$ cat config.mk
export PLATFORM = sky130hd
export DESIGN_NAME = station_link_call_sequencer
export DESIGN_NICKNAME = d
export VERILOG_FILES = /design/src/station_link_pkg.sv /design/src/station_link_call_sequencer.sv
export VERILOG_INCLUDE_DIRS = /design/src
export SDC_FILE = /design/constraint.sdc
export NUM_CORES = 1
export LEC_CHECK = 0
export BUFFER_PORTS_ARGS = -buffer_cell sky130_fd_sc_hd__buf_4
export CAP_MARGIN = 20
export CORE_MARGIN = 4
export CORE_UTILIZATION = 60
export CTS_CLUSTER_DIAMETER = 200
export DETAILED_ROUTE_END_ITERATION = 8
export GPL_TIMING_DRIVEN = 0
export PLACE_DENSITY = 0.88
export SLEW_MARGIN = 20
export SYNTH_ARGS = -nofsm -noshare
export SYNTH_HDL_FRONTEND = slang
export SYNTH_SLANG_ARGS = --single-unit
$ cat constraint.sdc
create_clock -name clk -period 4.86 [get_ports clk]
set_input_delay 0.729 -clock clk [delete_from_list [all_inputs] [get_ports clk]]
set_output_delay 0.729 -clock clk [all_outputs]
set_load 0.1 [all_outputs]
$ cat src/station_link_cfg.svh
// station link sequencer constants: register offsets, fields, resets, timing
// assumes inclusion by bare name from the design module and the testbench
`ifndef STATION_LINK_CFG_SVH
`define STATION_LINK_CFG_SVH
`define SL_CTRL_OFF      12'h000
`define SL_TIMEOUT_OFF   12'h004
`define SL_CALL_OFF      12'h008
`define SL_WIN1_OFF      12'h00c
`define SL_WIN2_OFF      12'h010
`define SL_RTC_OFF       12'h014
`define SL_STATUS_OFF    12'h018
`define SL_ERROR_OFF     12'h01c
`define SL_CMD_OFF       12'h020
`define SL_ACTION_OFF    12'h024
`define SL_INPUT_OFF     12'h028
`define SL_MODEM_OFF     12'h02c
`define SL_PWCHK_OFF     12'h030
`define SL_PWSET_OFF     12'h034
`define SL_CSUM_OFF      12'h038
`define SL_ACCESS_OFF    12'h03c
`define SL_CLK_HZ        40000000
`define SL_TICK_S        1
`define SL_TICK_CYC      (`SL_CLK_HZ * `SL_TICK_S)
`define SL_ATTEMPT_RST   8'h03
`define SL_CYCLE_WAIT_RST 8'h1e
`define SL_MODEM_ADDR_RST 16'h03f8
`define SL_DIAL_PULSE    8'h50
`define SL_DIAL_TONE     8'h54
`define SL_DAY_CAP       4'ha
`define SL_ERR_CLEAR     8'h00
`define SL_ACCESS_CODE   32'h0000a5a5
`endif

$ cat src/station_link_pkg.sv
// types for the station link call sequencer
// needs nothing from the cfg header
package station_link_pkg;
   typedef enum logic [2:0] {CALL_IDLE, CALL_A1, CALL_A2, CALL_WAIT, CALL_DONE} call_state_t;
   typedef enum logic [1:0] {LVL_LOW, LVL_UNDEFINED_INPUT_LEVEL, LVL_HIGH, LVL_BREAK} level_t;
endpackage

$ cat src/station_link_call_sequencer.sv
// station link call sequencer: modem link supervision, call answer, spontaneous calls
// assumes an apb master on clk, firmware reporting call results, pins unsynchronised
`include "station_link_cfg.svh"
`timescale 1ns/1ps
`default_nettype none
module station_link_call_sequencer
   import station_link_pkg::*;
#(
   parameter int TICK_CYC = `SL_TICK_CYC
)(
   input wire logic clk,
   input wire logic srst,
   input wire logic psel,
   input wire logic penable,
   input wire logic pwrite,
   input wire logic [11:0] paddr,
   input wire logic [31:0] pwdata,
   output logic [31:0] prdata,
   output logic pready,
   output logic pslverr,
   input wire logic modem_enable_switch,
   input wire logic ring_in,
   input wire logic rx_char,
   input wire logic tx_char,
   input wire logic block_sent,
   input wire logic reply_rx,
   input wire logic link_up,
   input wire logic fault_valid,
   input wire logic [7:0] fault_code,
   input wire logic [3:0] input_event,
   input wire logic call_ok,
   input wire logic call_fail,
   input wire logic minute_in_day_tick,
   input wire logic [10:0] clock_minute,
   input wire logic mon_char_valid,
   input wire logic [7:0] mon_char,
   output logic off_hook,
   output logic hang_up,
   output logic reply_timeout,
   output logic call_req,
   output logic [2:0] call_action,
   output logic rtc_adjust,
   output logic rtc_adjust_up,
   output logic modem_char_valid,
   output logic [7:0] modem_char,
   output logic [1:0] level_class
);
   // synchronised pins
   logic [1:0] ring_sync_reg, sw_sync_reg;
   logic ring_d_reg;
   logic [7:0] lvl_sync1_reg, lvl_sync2_reg;
   // registers
   logic [31:0] ctrl_reg, tmo_reg, call_reg, win1_reg, win2_reg, modem_reg, input_reg;
   logic [31:0] action_reg [0:3];
   logic [31:0] pw_reg [0:3];
   logic [15:0] rtc_corr_reg;
   logic [7:0] error_reg;
   logic authed_reg, unlocked_reg;
   logic [31:0] csum_reg;
   logic [26:0] tick_cnt_reg;
   logic sec_tick_reg;
   logic [5:0] wait_sec_reg;
   logic [7:0] gap_reg, resp_reg, inact_reg;
   logic [5:0] inact_sec_reg;
   logic resp_run_reg;
   logic [3:0] ring_cnt_reg;
   logic [15:0] corr_cnt_reg;
   call_state_t call_state_reg;
   logic [7:0] tries_reg, wait_reg;
   logic second_cycle_reg;
   logic [1:0] cur_input_reg;
   logic [3:0] day_cnt_reg [0:3];
   logic wr_en, rd_en, par_wr;
   logic [1:0] widx;
   logic win_ok;

   // window compare: start minute in [26:16], end minute in [10:0], bit 31 enables
   function automatic logic in_window(input logic [31:0] w, input logic [10:0] m);
      in_window = w[31] && (m >= w[26:16]) && (m < w[10:0]);
   endfunction

   // two-level mode merges pairs
   function automatic logic [1:0] classify(input logic [1:0] raw, input logic four);
      classify = four ? raw : {raw[1], 1'b0};
   endfunction

   assign wr_en = psel && penable && pwrite;
   assign rd_en = psel && penable && !pwrite;
   assign par_wr = wr_en && unlocked_reg;
   assign widx = pwdata[29:28];
   assign win_ok = (!win1_reg[31] && !win2_reg[31]) ||
                   in_window(win1_reg, clock_minute) || in_window(win2_reg, clock_minute);

   // pin synchronisers
   always_ff @(posedge clk)
   begin
      ring_sync_reg <= {ring_sync_reg[0], ring_in};
      sw_sync_reg <= {sw_sync_reg[0], modem_enable_switch};
      lvl_sync1_reg <= {4'h0, input_event};
      lvl_sync2_reg <= lvl_sync1_reg;
      ring_d_reg <= ring_sync_reg[1];
   end

   // one second tick
   always_ff @(posedge clk)
   begin
      if (srst)
      begin
         tick_cnt_reg <= 27'h0;
         sec_tick_reg <= 1'b0;
      end
      else
      begin
         sec_tick_reg <= (tick_cnt_reg == 27'(TICK_CYC - 1));
         tick_cnt_reg <= (tick_cnt_reg == 27'(TICK_CYC - 1)) ? 27'h0 : tick_cnt_reg + 27'h1;
      end
   end

   // configuration registers; ctrl: [0] tone dial, [1] four levels, [2] passthrough
   always_ff @(posedge clk)
   begin
      if (srst || (wr_en && paddr == `SL_CSUM_OFF && pwdata != csum_reg))
      begin
         ctrl_reg <= 32'h0;
         tmo_reg <= 32'h000a0a05;
         call_reg <= {16'h0, `SL_CYCLE_WAIT_RST, `SL_ATTEMPT_RST} | 32'h00020000;
         win1_reg <= 32'h0;
         win2_reg <= 32'h0;
         rtc_corr_reg <= 16'h0;
         modem_reg <= {16'h0, `SL_MODEM_ADDR_RST};
         input_reg <= 32'h0;
      end
      else if (par_wr)
      begin
         if (paddr == `SL_CTRL_OFF)
            ctrl_reg <= pwdata;
         else if (paddr == `SL_TIMEOUT_OFF)
            tmo_reg <= pwdata;
         else if (paddr == `SL_CALL_OFF)
            call_reg <= pwdata;
         else if (paddr == `SL_WIN1_OFF)
            win1_reg <= pwdata;
         else if (paddr == `SL_WIN2_OFF)
            win2_reg <= pwdata;
         else if (paddr == `SL_RTC_OFF)
            rtc_corr_reg <= pwdata[15:0];
         else if (paddr == `SL_MODEM_OFF)
            modem_reg <= pwdata;
         else if (paddr == `SL_INPUT_OFF)
            input_reg <= {pwdata[31:24] & 8'h77, pwdata[23:0]};
      end
   end

   // actions and passwords, index in [29:28]
   always_ff @(posedge clk)
   begin
      if (srst)
      begin
         for (int i = 0; i < 4; i++)
         begin
            action_reg[i] <= 32'h0;
            pw_reg[i] <= 32'(i + 1);
         end
      end
      else if (par_wr && paddr == `SL_ACTION_OFF)
         action_reg[widx] <= {pwdata[31:28], pwdata[27:0]};
      else if (par_wr && paddr == `SL_PWSET_OFF)
         pw_reg[widx] <= {4'h0, pwdata[27:0]};
   end

   // station authorisation and access code lock
   always_ff @(posedge clk)
   begin
      if (srst || !link_up)
         authed_reg <= 1'b0;
      else if (wr_en && paddr == `SL_PWCHK_OFF)
         authed_reg <= (pw_reg[widx] == {4'h0, pwdata[27:0]});
   end
   always_ff @(posedge clk)
   begin
      if (srst)
         unlocked_reg <= 1'b0;
      else if (wr_en && paddr == `SL_ACCESS_OFF)
         unlocked_reg <= (pwdata == `SL_ACCESS_CODE);
      else if (wr_en && paddr == `SL_CMD_OFF && pwdata[1])
         unlocked_reg <= 1'b0;
   end
   always_ff @(posedge clk)
   begin
      if (srst)
         csum_reg <= 32'h0;
      else if (par_wr && paddr != `SL_CSUM_OFF)
         csum_reg <= csum_reg + pwdata;
   end

   // sticky error status; a fault in the clearing cycle wins
   always_ff @(posedge clk)
   begin
      if (srst)
         error_reg <= `SL_ERR_CLEAR;
      else if (fault_valid)
         error_reg <= fault_code;
      else if (wr_en && paddr == `SL_CMD_OFF && pwdata[0])
         error_reg <= `SL_ERR_CLEAR;
   end

   // link timeouts: gap, reply, inactivity
   always_ff @(posedge clk)
   begin
      if (srst || !link_up)
      begin
         gap_reg <= 8'h0;
         resp_reg <= 8'h0;
         resp_run_reg <= 1'b0;
         inact_reg <= 8'h0;
         inact_sec_reg <= 6'h0;
         hang_up <= 1'b0;
         reply_timeout <= 1'b0;
      end
      else
      begin
         hang_up <= 1'b0;
         reply_timeout <= 1'b0;
         if (rx_char)
            gap_reg <= 8'h0;
         else if (sec_tick_reg)
            gap_reg <= gap_reg + 8'h1;
         if (!rx_char && sec_tick_reg && gap_reg + 8'h1 > tmo_reg[7:0] && tmo_reg[7:0] != 8'h0)
            hang_up <= 1'b1;
         if (block_sent)
         begin
            resp_run_reg <= 1'b1;
            resp_reg <= 8'h0;
         end
         else if (reply_rx)
            resp_run_reg <= 1'b0;
         else if (resp_run_reg && sec_tick_reg)
         begin
            resp_reg <= resp_reg + 8'h1;
            if (resp_reg + 8'h1 >= tmo_reg[15:8])
            begin
               reply_timeout <= 1'b1;
               resp_run_reg <= 1'b0;
            end
         end
         if (rx_char || tx_char)
         begin
            inact_reg <= 8'h0;
            inact_sec_reg <= 6'h0;
         end
         else if (sec_tick_reg && inact_sec_reg != 6'h3b)
            inact_sec_reg <= inact_sec_reg + 6'h1;
         else if (sec_tick_reg) // a whole idle minute has passed
         begin
            inact_sec_reg <= 6'h0;
            inact_reg <= inact_reg + 8'h1;
            if (inact_reg + 8'h1 >= tmo_reg[23:16])
               hang_up <= 1'b1;
         end
      end
   end

   // ring counting and off-hook
   always_ff @(posedge clk)
   begin
      if (srst || link_up || !sw_sync_reg[1])
      begin
         ring_cnt_reg <= 4'h0;
         off_hook <= 1'b0;
      end
      else if (ring_sync_reg[1] && !ring_d_reg && win_ok)
      begin
         ring_cnt_reg <= ring_cnt_reg + 4'h1;
         if (ring_cnt_reg + 4'h1 >= call_reg[19:16])
            off_hook <= 1'b1;
      end
   end

   // clock correction
   always_ff @(posedge clk)
   begin
      if (srst || rtc_corr_reg == 16'h0)
      begin
         corr_cnt_reg <= 16'h0;
         rtc_adjust <= 1'b0;
         rtc_adjust_up <= 1'b0;
      end
      else
      begin
         rtc_adjust <= 1'b0;
         rtc_adjust_up <= !rtc_corr_reg[15];
         if (sec_tick_reg)
         begin
            if (corr_cnt_reg + 16'h1 >= (rtc_corr_reg[15] ? 16'(-rtc_corr_reg) : rtc_corr_reg))
            begin
               corr_cnt_reg <= 16'h0;
               rtc_adjust <= 1'b1;
            end
            else
               corr_cnt_reg <= corr_cnt_reg + 16'h1;
         end
      end
   end

   // spontaneous call sequence; input_reg[31:24] holds slots (4 inputs share)
   always_ff @(posedge clk)
   begin
      if (srst || !sw_sync_reg[1])
      begin
         call_state_reg <= CALL_IDLE;
         tries_reg <= 8'h0;
         wait_reg <= 8'h0;
         wait_sec_reg <= 6'h0;
         second_cycle_reg <= 1'b0;
         call_req <= 1'b0;
         call_action <= 3'h0;
         cur_input_reg <= 2'h0;
      end
      else
      begin
         call_req <= 1'b0;
         case (call_state_reg)
            CALL_IDLE:
               for (int i = 3; i >= 0; i--)
                  if (lvl_sync2_reg[i] && day_cnt_reg[i] < `SL_DAY_CAP && input_reg[26:24] != 3'h0)
                  begin
                     call_state_reg <= CALL_A1;
                     cur_input_reg <= 2'(i);
                     call_action <= input_reg[26:24];
                     call_req <= 1'b1;
                     tries_reg <= 8'h1;
                     second_cycle_reg <= 1'b0;
                  end
            CALL_A1, CALL_A2:
               if (call_ok)
                  call_state_reg <= CALL_DONE;
               else if (call_fail)
               begin
                  if (tries_reg < call_reg[7:0])
                  begin
                     tries_reg <= tries_reg + 8'h1;
                     call_req <= 1'b1;
                  end
                  else if (call_state_reg == CALL_A1 && input_reg[30:28] != 3'h0)
                  begin
                     call_state_reg <= CALL_A2;
                     call_action <= input_reg[30:28];
                     tries_reg <= 8'h1;
                     call_req <= 1'b1;
                  end
                  else if (!second_cycle_reg)
                  begin
                     call_state_reg <= CALL_WAIT;
                     wait_reg <= 8'h0;
                     wait_sec_reg <= 6'h0;
                  end
                  else
                     call_state_reg <= CALL_DONE;
               end
            CALL_WAIT:
               if (sec_tick_reg && wait_sec_reg != 6'h3b)
                  wait_sec_reg <= wait_sec_reg + 6'h1;
               else if (sec_tick_reg) // a whole minute of waiting has passed
               begin
                  wait_sec_reg <= 6'h0;
                  wait_reg <= wait_reg + 8'h1;
                  if (wait_reg + 8'h1 >= call_reg[15:8])
                  begin
                     call_state_reg <= CALL_A1;
                     second_cycle_reg <= 1'b1;
                     call_action <= input_reg[26:24];
                     tries_reg <= 8'h1;
                     call_req <= 1'b1;
                  end
               end
            default:
               call_state_reg <= CALL_IDLE;
         endcase
      end
   end

   // per-input daily message counters
   always_ff @(posedge clk)
   begin
      for (int i = 0; i < 4; i++)
         if (srst || minute_in_day_tick || (wr_en && paddr == `SL_CMD_OFF && pwdata[2]))
            day_cnt_reg[i] <= 4'h0;
         else if (call_req && call_state_reg == CALL_A1 && tries_reg == 8'h1 &&
                  !second_cycle_reg && i == 32'(cur_input_reg) && day_cnt_reg[i] < `SL_DAY_CAP)
            day_cnt_reg[i] <= day_cnt_reg[i] + 4'h1;
   end

   // monitor passthrough and level class
   always_ff @(posedge clk)
   begin
      if (srst)
      begin
         modem_char_valid <= 1'b0;
         modem_char <= 8'h0;
         level_class <= 2'h0;
      end
      else
      begin
         modem_char_valid <= mon_char_valid && ctrl_reg[2] && sw_sync_reg[1];
         modem_char <= mon_char;
         level_class <= classify(input_reg[1:0], ctrl_reg[1]);
      end
   end

   // apb slave: answer in the access cycle, unmapped reads zero, no error
   always_ff @(posedge clk)
   begin
      if (srst)
      begin
         prdata <= 32'h0;
         pready <= 1'b0;
         pslverr <= 1'b0;
      end
      else
      begin
         pready <= psel && !penable;
         pslverr <= 1'b0;
         if (psel && !penable && !pwrite)
         begin
            if (!authed_reg && !unlocked_reg && paddr != `SL_STATUS_OFF)
               prdata <= 32'h0;
            else if (paddr == `SL_CTRL_OFF)
               prdata <= ctrl_reg;
            else if (paddr == `SL_TIMEOUT_OFF)
               prdata <= tmo_reg;
            else if (paddr == `SL_CALL_OFF)
               prdata <= call_reg;
            else if (paddr == `SL_MODEM_OFF)
               prdata <= modem_reg;
            else if (paddr == `SL_ERROR_OFF)
               prdata <= {24'h0, error_reg};
            else if (paddr == `SL_STATUS_OFF)
               prdata <= {21'h0, unlocked_reg, authed_reg, second_cycle_reg,
                          ctrl_reg[0] ? `SL_DIAL_TONE : `SL_DIAL_PULSE};
            else
               prdata <= 32'h0;
         end
      end
   end
endmodule
`default_nettype wire

# Word level (Yosys, flattened, before mapping)
# Memory sizes are Yosys's and may differ from the RTL's.
# Cells that the tools add are included.
[classes]
n_bitwise = 16
n_lt_le_gt_ge = 15
addsub = 16
muxes = 130
n_reduce_logical = 120
n_eq_ne = 44
[op_table]
columns = ["cell", "count"]
rows = [
  ["$mux 32", 5],
  ["$mux 8", 20],
  ["$eq 12x6->1 const B", 8],
  ["$mux 3", 24],
  ["$logic_and 1x1->1", 53],
  ["$mux 1", 52],
  ["$eq 12x5->1 const B", 4],
  ["$mux 6", 8],
  ["$add 8x1->8 const B", 5],
  ["$add 32x32->32", 1],
  ["$eq 32x16->1 const B", 1],
  ["$eq 32x28->1", 1],
  ["$mux 16", 2],
  ["$ne 32x32->1", 1],
  ["$mux 28", 1],
  ["$reduce_or 28->1", 1],
  ["$add 27x1->27 const B", 1],
  ["$eq 27x26->1 const B", 1],
  ["$eq 12x4->1 const B", 2],
  ["$ge 8x8->1", 3],
  ["$pmux 8 s3", 1],
  ["$reduce_and 8->1", 3],
  ["$ge 11x11->1", 2],
  ["$lt 11x11->1", 2],
  ["50 further kinds", 139],
]
[word_totals]
ram_bits = 128
n_memories = 2
output_inout_bits = 54
input_bits = 92
wordCells = 388
regBits = 453
[memory_table]
columns = ["name", "depth", "word_bits", "rd", "rd_clocked_by_memory_dff", "wr", "line_no", "text"]
rows = [
  ["pw_reg", 4, 28, 1, 0, 4, "station_link_call_sequencer.sv:55", "logic [31:0] pw_reg [0:3];"],
  ["day_cnt_reg", 4, 4, 4, 0, 4, "station_link_call_sequencer.sv:72", "logic [3:0] day_cnt_reg [0:3];"],
]

# Logic depth before layout (Yosys ltp)
# Gate-level depths: netlist of run 1.
[logic_depth]
word_depth = 10
ltp_mapped = 16
ltp_nobuf = 15

# Worst setup path after synthesis of run 1
# OpenSTA, ideal clock, no wires.
[synth_path]
kind = "input to register"
startpoint = "input port paddr[11]"
endpoint = "memory pw_reg[3][0] in the netlist's numbering (enable)"
setup_ns = 0.456
slack_ns = 0.788
stages = 3
path_buffers = 0
t_required_ns = 4.404
arrival_time_ns = 3.616
cell_sequence = "nor4_2 nand4_1 o31ai_1"
[synth_rtl]
columns = ["element", "line_no", "text"]
rows = [
  ["start: declaration", "station_link_call_sequencer.sv:16", "input wire logic [11:0] paddr,"],
  ["end: declaration", "station_link_call_sequencer.sv:55", ""],
]

# Worst setup path after layout of run 1
[layout_path]
startpoint = "input port pwdata[1]"
endpoint = "register csum_reg[28]"
[layout_between]
elab_chain_cells = 1
[layout_lines]
columns = ["element", "line_no", "text"]
rows = [
  ["start: declaration", "station_link_call_sequencer.sv:17", "input wire logic [31:0] pwdata,"],
  ["$add 32x32->32", "station_link_call_sequencer.sv:193", "csum_reg <= csum_reg + pwdata;"],
  ["end signal: assignment", "station_link_call_sequencer.sv:193", ""],
  ["end: declaration", "station_link_call_sequencer.sv:59", "logic [31:0] csum_reg;"],
]
# No other way between the ends.
# A chain may end at the register's enable or synchronous reset.

==> results of run 1 <==
-- cell families (layout without fill, tap and decap cells) --
logic type                 Yosys count  count (layout)  share of synthesized area
buffers and inverters              288             536                     0.0430
other                                1               3                   0.000138
and+or+nand+nor                   1182            1182                      0.206
xor gates and xnor gates           152             152                     0.0489
DFF                                541             541                      0.445
adders and majority gates          149             149                     0.0687
muxes                               61              61                     0.0353
AOI/OAI and AO/OA                  662             662                      0.153
-- final cells by class --
class,instances,area [um2]
diodes,2,5.00
flip-flops and latches,541,12100
multi-input cells,2207,14000
well taps,592,741
inverters,105,394
plain buffers,183,777
repair buffers,144,1090
clock inverters,26,335
clock buffers,78,1640
fillers,3220,13400
-- worst max-delay path, delay by kind of cell --
kind | cells | cell delay [ns]
AO/OA/AOI/OAI | 5 | 1.01
adder cells (fa/ha/maj) | 1 | 0.64
buffers and inverters | 3 | 1.40
AND/OR/NAND/NOR | 3 | 0.71
-- cell usage after synthesis, types with 12 or more instances --
cell / instances / area share
nand3_1: 78 / 0.014
a21oi_1: 287 / 0.053
nor3_1: 36 / 0.0066
nand2_1: 500 / 0.069
nor2_1: 204 / 0.028
xnor2_1: 60 / 0.019
o21ai_0: 82 / 0.015
or3_1: 22 / 0.0051
dfxtp_1: 413 / 0.30
edfxtp_1: 128 / 0.14
o211ai_1: 23 / 0.0063
a22oi_1: 70 / 0.019
nand2b_1: 28 / 0.0064
a21o_1: 43 / 0.012
o22ai_1: 14 / 0.0032
inv_1: 103 / 0.014
and3_1: 62 / 0.014
o31ai_1: 13 / 0.0036
mux2i_1: 33 / 0.012
a221oi_1: 12 / 0.0039
ha_1: 148 / 0.068
nor2b_1: 34 / 0.0078
o21a_1: 12 / 0.0033
mux4_2: 28 / 0.023
nor4_1: 27 / 0.0062
and2_1: 84 / 0.019
xor2_1: 92 / 0.030
buf_2: 30 / 0.0055
a211oi_1: 19 / 0.0052
clkbuf_1: 138 / 0.019
nand4_1: 37 / 0.0085
-- metrics by stage --
step | area (um2) | hold slack (ns)
final | 31100 | 0.213
after floorplan | 27200 | 0.310
after global placement | 29000 | 0.314
after global routing | 31100 | 0.205
after CTS | 31100 | 0.198
after detailed placement | 29100 | 0.314
-- layer usage --
layer  global-route usage  up-vias  wire [um]
met5                    0        -          0
met1                0.414    11868      31800
met4                0.218        0       6410
met2                0.549     1641      39800
li1                     -    11086          -
met3               0.0978      452      10400
-- how the worst min path moves through the flow --
stage,from,end,slack (ns),cells after the start
2_1_floorplan,lvl_sync1_reg[0],lvl_sync2_reg[0],0.31,0
4_1_cts,ring_in,ring_sync_reg[0],0.20,1
3_3_place_gp,sw_sync_reg[0],sw_sync_reg[1],0.31,0
5_1_grt,ring_in,ring_sync_reg[0],0.20,1
6_report,ring_in,ring_sync_reg[0],0.21,1
3_5_place_dp,lvl_sync1_reg[1],lvl_sync2_reg[1],0.31,0
-- power by group --
| group | internal (mW) | switching (mW) | total (mW) |
|---|---|---|---|
| Combinational | 0.190 | 0.419 | 0.609 |
| Sequential | 4.65 | 0.0263 | 4.68 |
| Clock | 2.73 | 1.89 | 4.62 |
| Total | 7.57 | 2.33 | 9.90 |
==> metrics.md, run 1 <==
| Metric | Value |
|---|---|
| Synthesis-to-layout area growth | `14.1%` |
| Dpl ws | `0.455 ns` |
| Worst reg2reg path endpoint | `corr_cnt_reg[13]` |
| Fraction of layout cells with a size suffix above 1 | `0.106` |
| Number of hold buffers added after CTS | `0` |
| CTS tree | `built` |
| CP endpoint | `csum_reg[28]` |
| Post-route non-filler standard cell count | `3878` |
| Drt first-iter violations | `3416` |
| Commonest non-fill, non-tap cells in the layout | `500 x nand2_1, 413 x dfxtp_1, 287 x a21oi_1, 204 x nor2_1` |
| Power per Cell Area | `319 mW/mm2` |
| LEAKAGE | `11.8 nW` |
| Reg2reg setup slack | `0.87 ns` |
| Syn_area_per_cell | `8.97 um2` |
| Port Buf Inserts | `142` |
| Vias post-DR | `25047` |
| Worst endpoint required time | `5.36 ns` |
| Violated checks | `DRC` |
| Distinct cell type count after synthesis | `92` |
| Placed cells | `3772` |
| Slew margin rel. | `0.301` |
| Final setup violation count | `0` |
| CTS Buf Count | `55` |
| Wire per inst | `22.8 um` |
| Clk_lat worst skew | `0.64 ns` |
| Drt total wl | `88400 um` |
| Worst Setup SP | `pwdata[1]` |
| Async S/R FF share, synth | `0` |
| CP max-delay cell | `clkinv_1` |
| Post-synth EDFFs | `128` |
| Worst-path clk slew | `0.06 ns` |
| Peak supply drop | `0.317 mV` |
| Row count | `77` |
| Fin Clk Skew | `0.0292 ns` |
| Largest register FFs | `112` |
| Max Clk Rate | `250 MHz` |
| Fin util | `0.698` |
| Final nets | `3478` |
| FF-to-FF path depth | `14` |
| Post-CTS sizing | `0` |
| Cell chain of the critical path | `buf_4 > clkbuf_1 > clkinv_1 > fa_1 > nor2b_1 > o31a_1 > o311ai_1 > nand4_1 > a31oi_1 > nor2b_1 > a21oi_1 > o32a_1` |
| Die width | `221 um` |
| Setup TNS | `0 ns` |
| IO Pins | `146` |
| Most frequent CP cell | `nor2b_1` |
| Post-DP HPWL | `62100 um` |
| H-tree Lvls | `2` |
| Core region area | `0.0445 mm2` |
| Vias/cell | `6.46` |
| Power Total | `9.90 mW` |
| Synth Register Bits | `541` |
| Largest net degree at the start of global routing | `29` |
| CTS max path bufs | `3` |
| Die Height | `221 um` |
| Crit-path max FO | `10` |
| Fin. max-slew vios | `0` |
| Die area | `0.0489 mm2` |
| Reg-to-reg startpoint | `corr_cnt_reg[0]` |
| Syn. warnings | `0` |
| Largest stage delay, worst path | `0.69 ns` |
| Most common cell after layout, fill and taps aside | `nand2_1` |
| Outcome | `complete, but fails checks` |
| Gate count after technology mapping | `3036` |
| WS Path Type | `in -> reg` |
| Clock sink count | `541` |
| Startpoint types | `primary input` |
| Syn Nets | `3277` |
| Mapped Area | `0.0272 mm2` |
| Initial antenna violation count | `2` |
| Routed Antenna Nets | `0` |
| RSZ-0062 raised after global routing | `no` |
| CP Data Arrival Time | `4.50 ns` |
| Fin. Hold Viols | `0` |
| Starting Density | `0.612` |
| Postcts setup bufs | `0` |
| CTS root buffer | `clkbuf_16` |
| Gpl congestion | `0.979` |
| Drt first pass iters | `9` |
| # DRC | `3` |
| Tightest Pin Transition | `1.05 ns` |
| Final worst path period share | `0.823` |
| Vias in the first global route | `24804` |
| Prevailing post-synth register cell | `dfxtp_1` |
| GR Util All Layers | `0.345` |
| Sequential-to-total area share from yosys stat | `0.445` |
| Min-Delay Path Class | `in -> reg` |
| Grt total ovfl | `0` |
| Tmin final | `4.00 ns` |
| First-pass GRT wire length | `136000 um` |
| Max_cap viols | `0` |
| Setup crit end kind | `register` |
| Min setup slack post-route | `0.861 ns` |
No activity file was read; power rests on OpenSTA's default activity.
==> run 2: changes to the inputs <==
--- a/config.mk
+++ b/config.mk
@@ -9,11 +9,11 @@
 export BUFFER_PORTS_ARGS = -buffer_cell sky130_fd_sc_hd__buf_4
 export CAP_MARGIN = 20
 export CORE_MARGIN = 4
-export CORE_UTILIZATION = 60
+export CORE_UTILIZATION = 56
 export CTS_CLUSTER_DIAMETER = 200
 export DETAILED_ROUTE_END_ITERATION = 8
 export GPL_TIMING_DRIVEN = 0
-export PLACE_DENSITY = 0.88
+export PLACE_DENSITY = 0.87
 export SLEW_MARGIN = 20
 export SYNTH_ARGS = -nofsm -noshare
 export SYNTH_HDL_FRONTEND = slang
==> constraint.sdc (replaced) <==
create_clock -name clk -period 3.4 [get_ports clk]
set_input_delay 0.51 -clock clk [delete_from_list [all_inputs] [get_ports clk]]
set_output_delay 0.51 -clock clk [all_outputs]
set_load 0.1 [all_outputs]
==> run 2 against run 1 <==
  * The run ends with setup timing left
  * Die area grew 6.9%
  * Sequential share of layout area is 0.40 points lower
  * Count of clock-buffer cells in the layout is 2 lower
==> metrics.md, run 2 (synthesis gave the netlist of run 1 again) <==
| Metric | Value |
|---|---|
| Worst-path clk slew | `0.06 ns` |
| Post-DP HPWL | `58400 um` |
| GR Util All Layers | `0.304` |
| Routed Antenna Nets | `0` |
| Max_cap viols | `0` |
| CTS root buffer | `clkbuf_16` |
| Gpl congestion | `0.993` |
| Hold slack | `0.101 ns` |
| Vias post-DR | `24392` |
| Row count | `80` |
| CTS max path bufs | `3` |
| RSZ-0062 raised after global routing | `yes` |
| Min-Delay Path Class | `in -> reg` |
| Outcome | `complete, but fails checks` |
| Setup crit end kind | `register` |
| Vias/cell | `6.24` |
| Final nets | `3488` |
| Fraction of layout cells with a size suffix above 1 | `0.120` |
| Clk_lat worst skew | `0.64 ns` |
| H-tree Lvls | `2` |
| Core region area | `0.0479 mm2` |
| Peak supply drop | `0.432 mV` |
| Switching fraction of total power | `0.234` |
| Largest register FFs | `112` |
| WS Path Type | `in -> reg` |
| Crit-path max FO | `10` |
| Fin Clk Skew | `0.0241 ns` |
| Largest net degree at the start of global routing | `29` |
| Violated checks | `setup timing` |
| Tightest Pin Transition | `1.05 ns` |
| Final setup violation count | `1` |
| Die width | `229 um` |
| Reg2reg setup slack | `0.04 ns` |
| Power Total | `14.2 mW` |
| Grt total ovfl | `0` |
| Final worst path period share | `1.03` |
| Dpl ws | `-0.674 ns` |
| CTS tree | `built` |
| Initial antenna violation count | `1` |
| Vias in the first global route | `23416` |
| LEAKAGE | `11.9 nW` |
| Startpoint types | `primary input` |
| Comb pwr share | `0.061` |
| Seq pwr share | `0.470` |
| Power per Cell Area | `452 mW/mm2` |
| Int Power | `10.9 mW` |
| Drt first-iter violations | `3294` |
| Slew margin rel. | `0.297` |
| Starting Density | `0.568` |
| CP Data Arrival Time | `4.07 ns` |
| Most common cell after layout, fill and taps aside | `nand2_1` |
| Max Clk Rate | `285 MHz` |
| # DRC | `0` |
| Wire per inst | `21.3 um` |
| Port Buf Inserts | `142` |
| Net load switching power | `3.32 mW` |
| Fin. Hold Viols | `0` |
| Clock sink count | `541` |
| Die area | `0.0522 mm2` |
| Fin. max-slew vios | `0` |
| Drt first pass iters | `8` |
| Commonest non-fill, non-tap cells in the layout | `499 x nand2_1, 407 x dfxtp_1, 281 x a21oi_1, 198 x nor2_1, 150 x buf_4` |
| Die Height | `229 um` |
| First-pass GRT wire length | `127000 um` |
| Worst endpoint required time | `3.96 ns` |
| Drt total wl | `83400 um` |
| Synthesis-to-layout area growth | `15.4%` |
| Clock Power Share | `0.468` |
| Min setup slack post-route | `-0.112 ns` |
| CTS Buf Count | `55` |
| Tmin final | `3.51 ns` |
| IO Pins | `146` |
[run 2: cell types whose count changed in the layout (fill, tap and decap cells not counted), sizes merged]
cell         before  now
clkinv           15   16
bufinv            7    8
buf             184  190
clkbuf          221  216
or2              12   13
inv             106  105
diode             2    3
dlygate4sd3       0    6
[run 2: critical path, cell delays in order]
cell,delay [ns]
buf_4,0.12
clkbuf_1,0.60
clkbuf_1,0.59
mux4_2,0.43
xor2_1,0.16
nor4_1,0.49
nand4_1,0.23
nor4_1,0.61
mux2i_1,0.19
nor2b_1,0.14
[run 2: through the flow]
stage | cells | area (um2) | TNS [ns] | util
floorplan | 3036 | 27200 | 0 | -
global placement | 3793 | 29100 | -62.85 | 0.606
detailed placement | 3795 | 29100 | -47.05 | 0.607
CTS | 3906 | 31300 | 0 | 0.652
global route | 3909 | 31400 | -0.575 | 0.655
finish | 3911 | 31400 | -0.112 | 0.655
[run 2: routing by layer]
metal / GRT usage / up-vias / part of all wire
met5: 0 / - / 0
met4: 0.146 / 0 / 0.055
met3: 0.0811 / 304 / 0.13
met2: 0.476 / 1496 / 0.44
met1: 0.392 / 11465 / 0.37
li1: - / 11127 / -
[run 2: worst paths after layout]
path	start	endpoint	depth (start not counted)
setup / recovery	pwdata[29]	authed_reg	10
hold / removal	mon_char[2]	modem_char[2]	2
setup reg to reg	rtc_corr_reg[7]	corr_cnt_reg[6]	13
hold reg to reg	lvl_sync1_reg[3]	lvl_sync2_reg[3]	0
[run 2: cell type report]
type                       count  area (um2)
fill                        3717       16500
clock buffer                  76        1620
multi-input combinational   2208       14200
antenna                        3        7.51
timing repair buffer         156        1200
tap                          615         769
clock inverter                27         388
inverter                     105         395
buffer                       180         767
sequential                   541       12100
[run 2: what timing repair did]
action / CTS / global route
gates cloned: 0 / 1
endpoints found under the setup margin: 19 / 101
hold endpoints to repair: 6 / 0
pin swaps: 4 / 13
setup buffers: 4 / 2
hold buffers: 6 / 0
gates resized for setup: 16 / 38
[run 2: power by group through the flow]
stage | Clock, mW | Combinational [mW] | Sequential, mW
floorplan | 0 | 0.411 | 6.85
global placement | 0 | 0.802 | 6.81
detailed placement | 0 | 0.821 | 6.82
CTS | 6.65 | 0.834 | 6.68
global route | 6.93 | 0.900 | 6.68
finish | 6.64 | 0.870 | 6.68
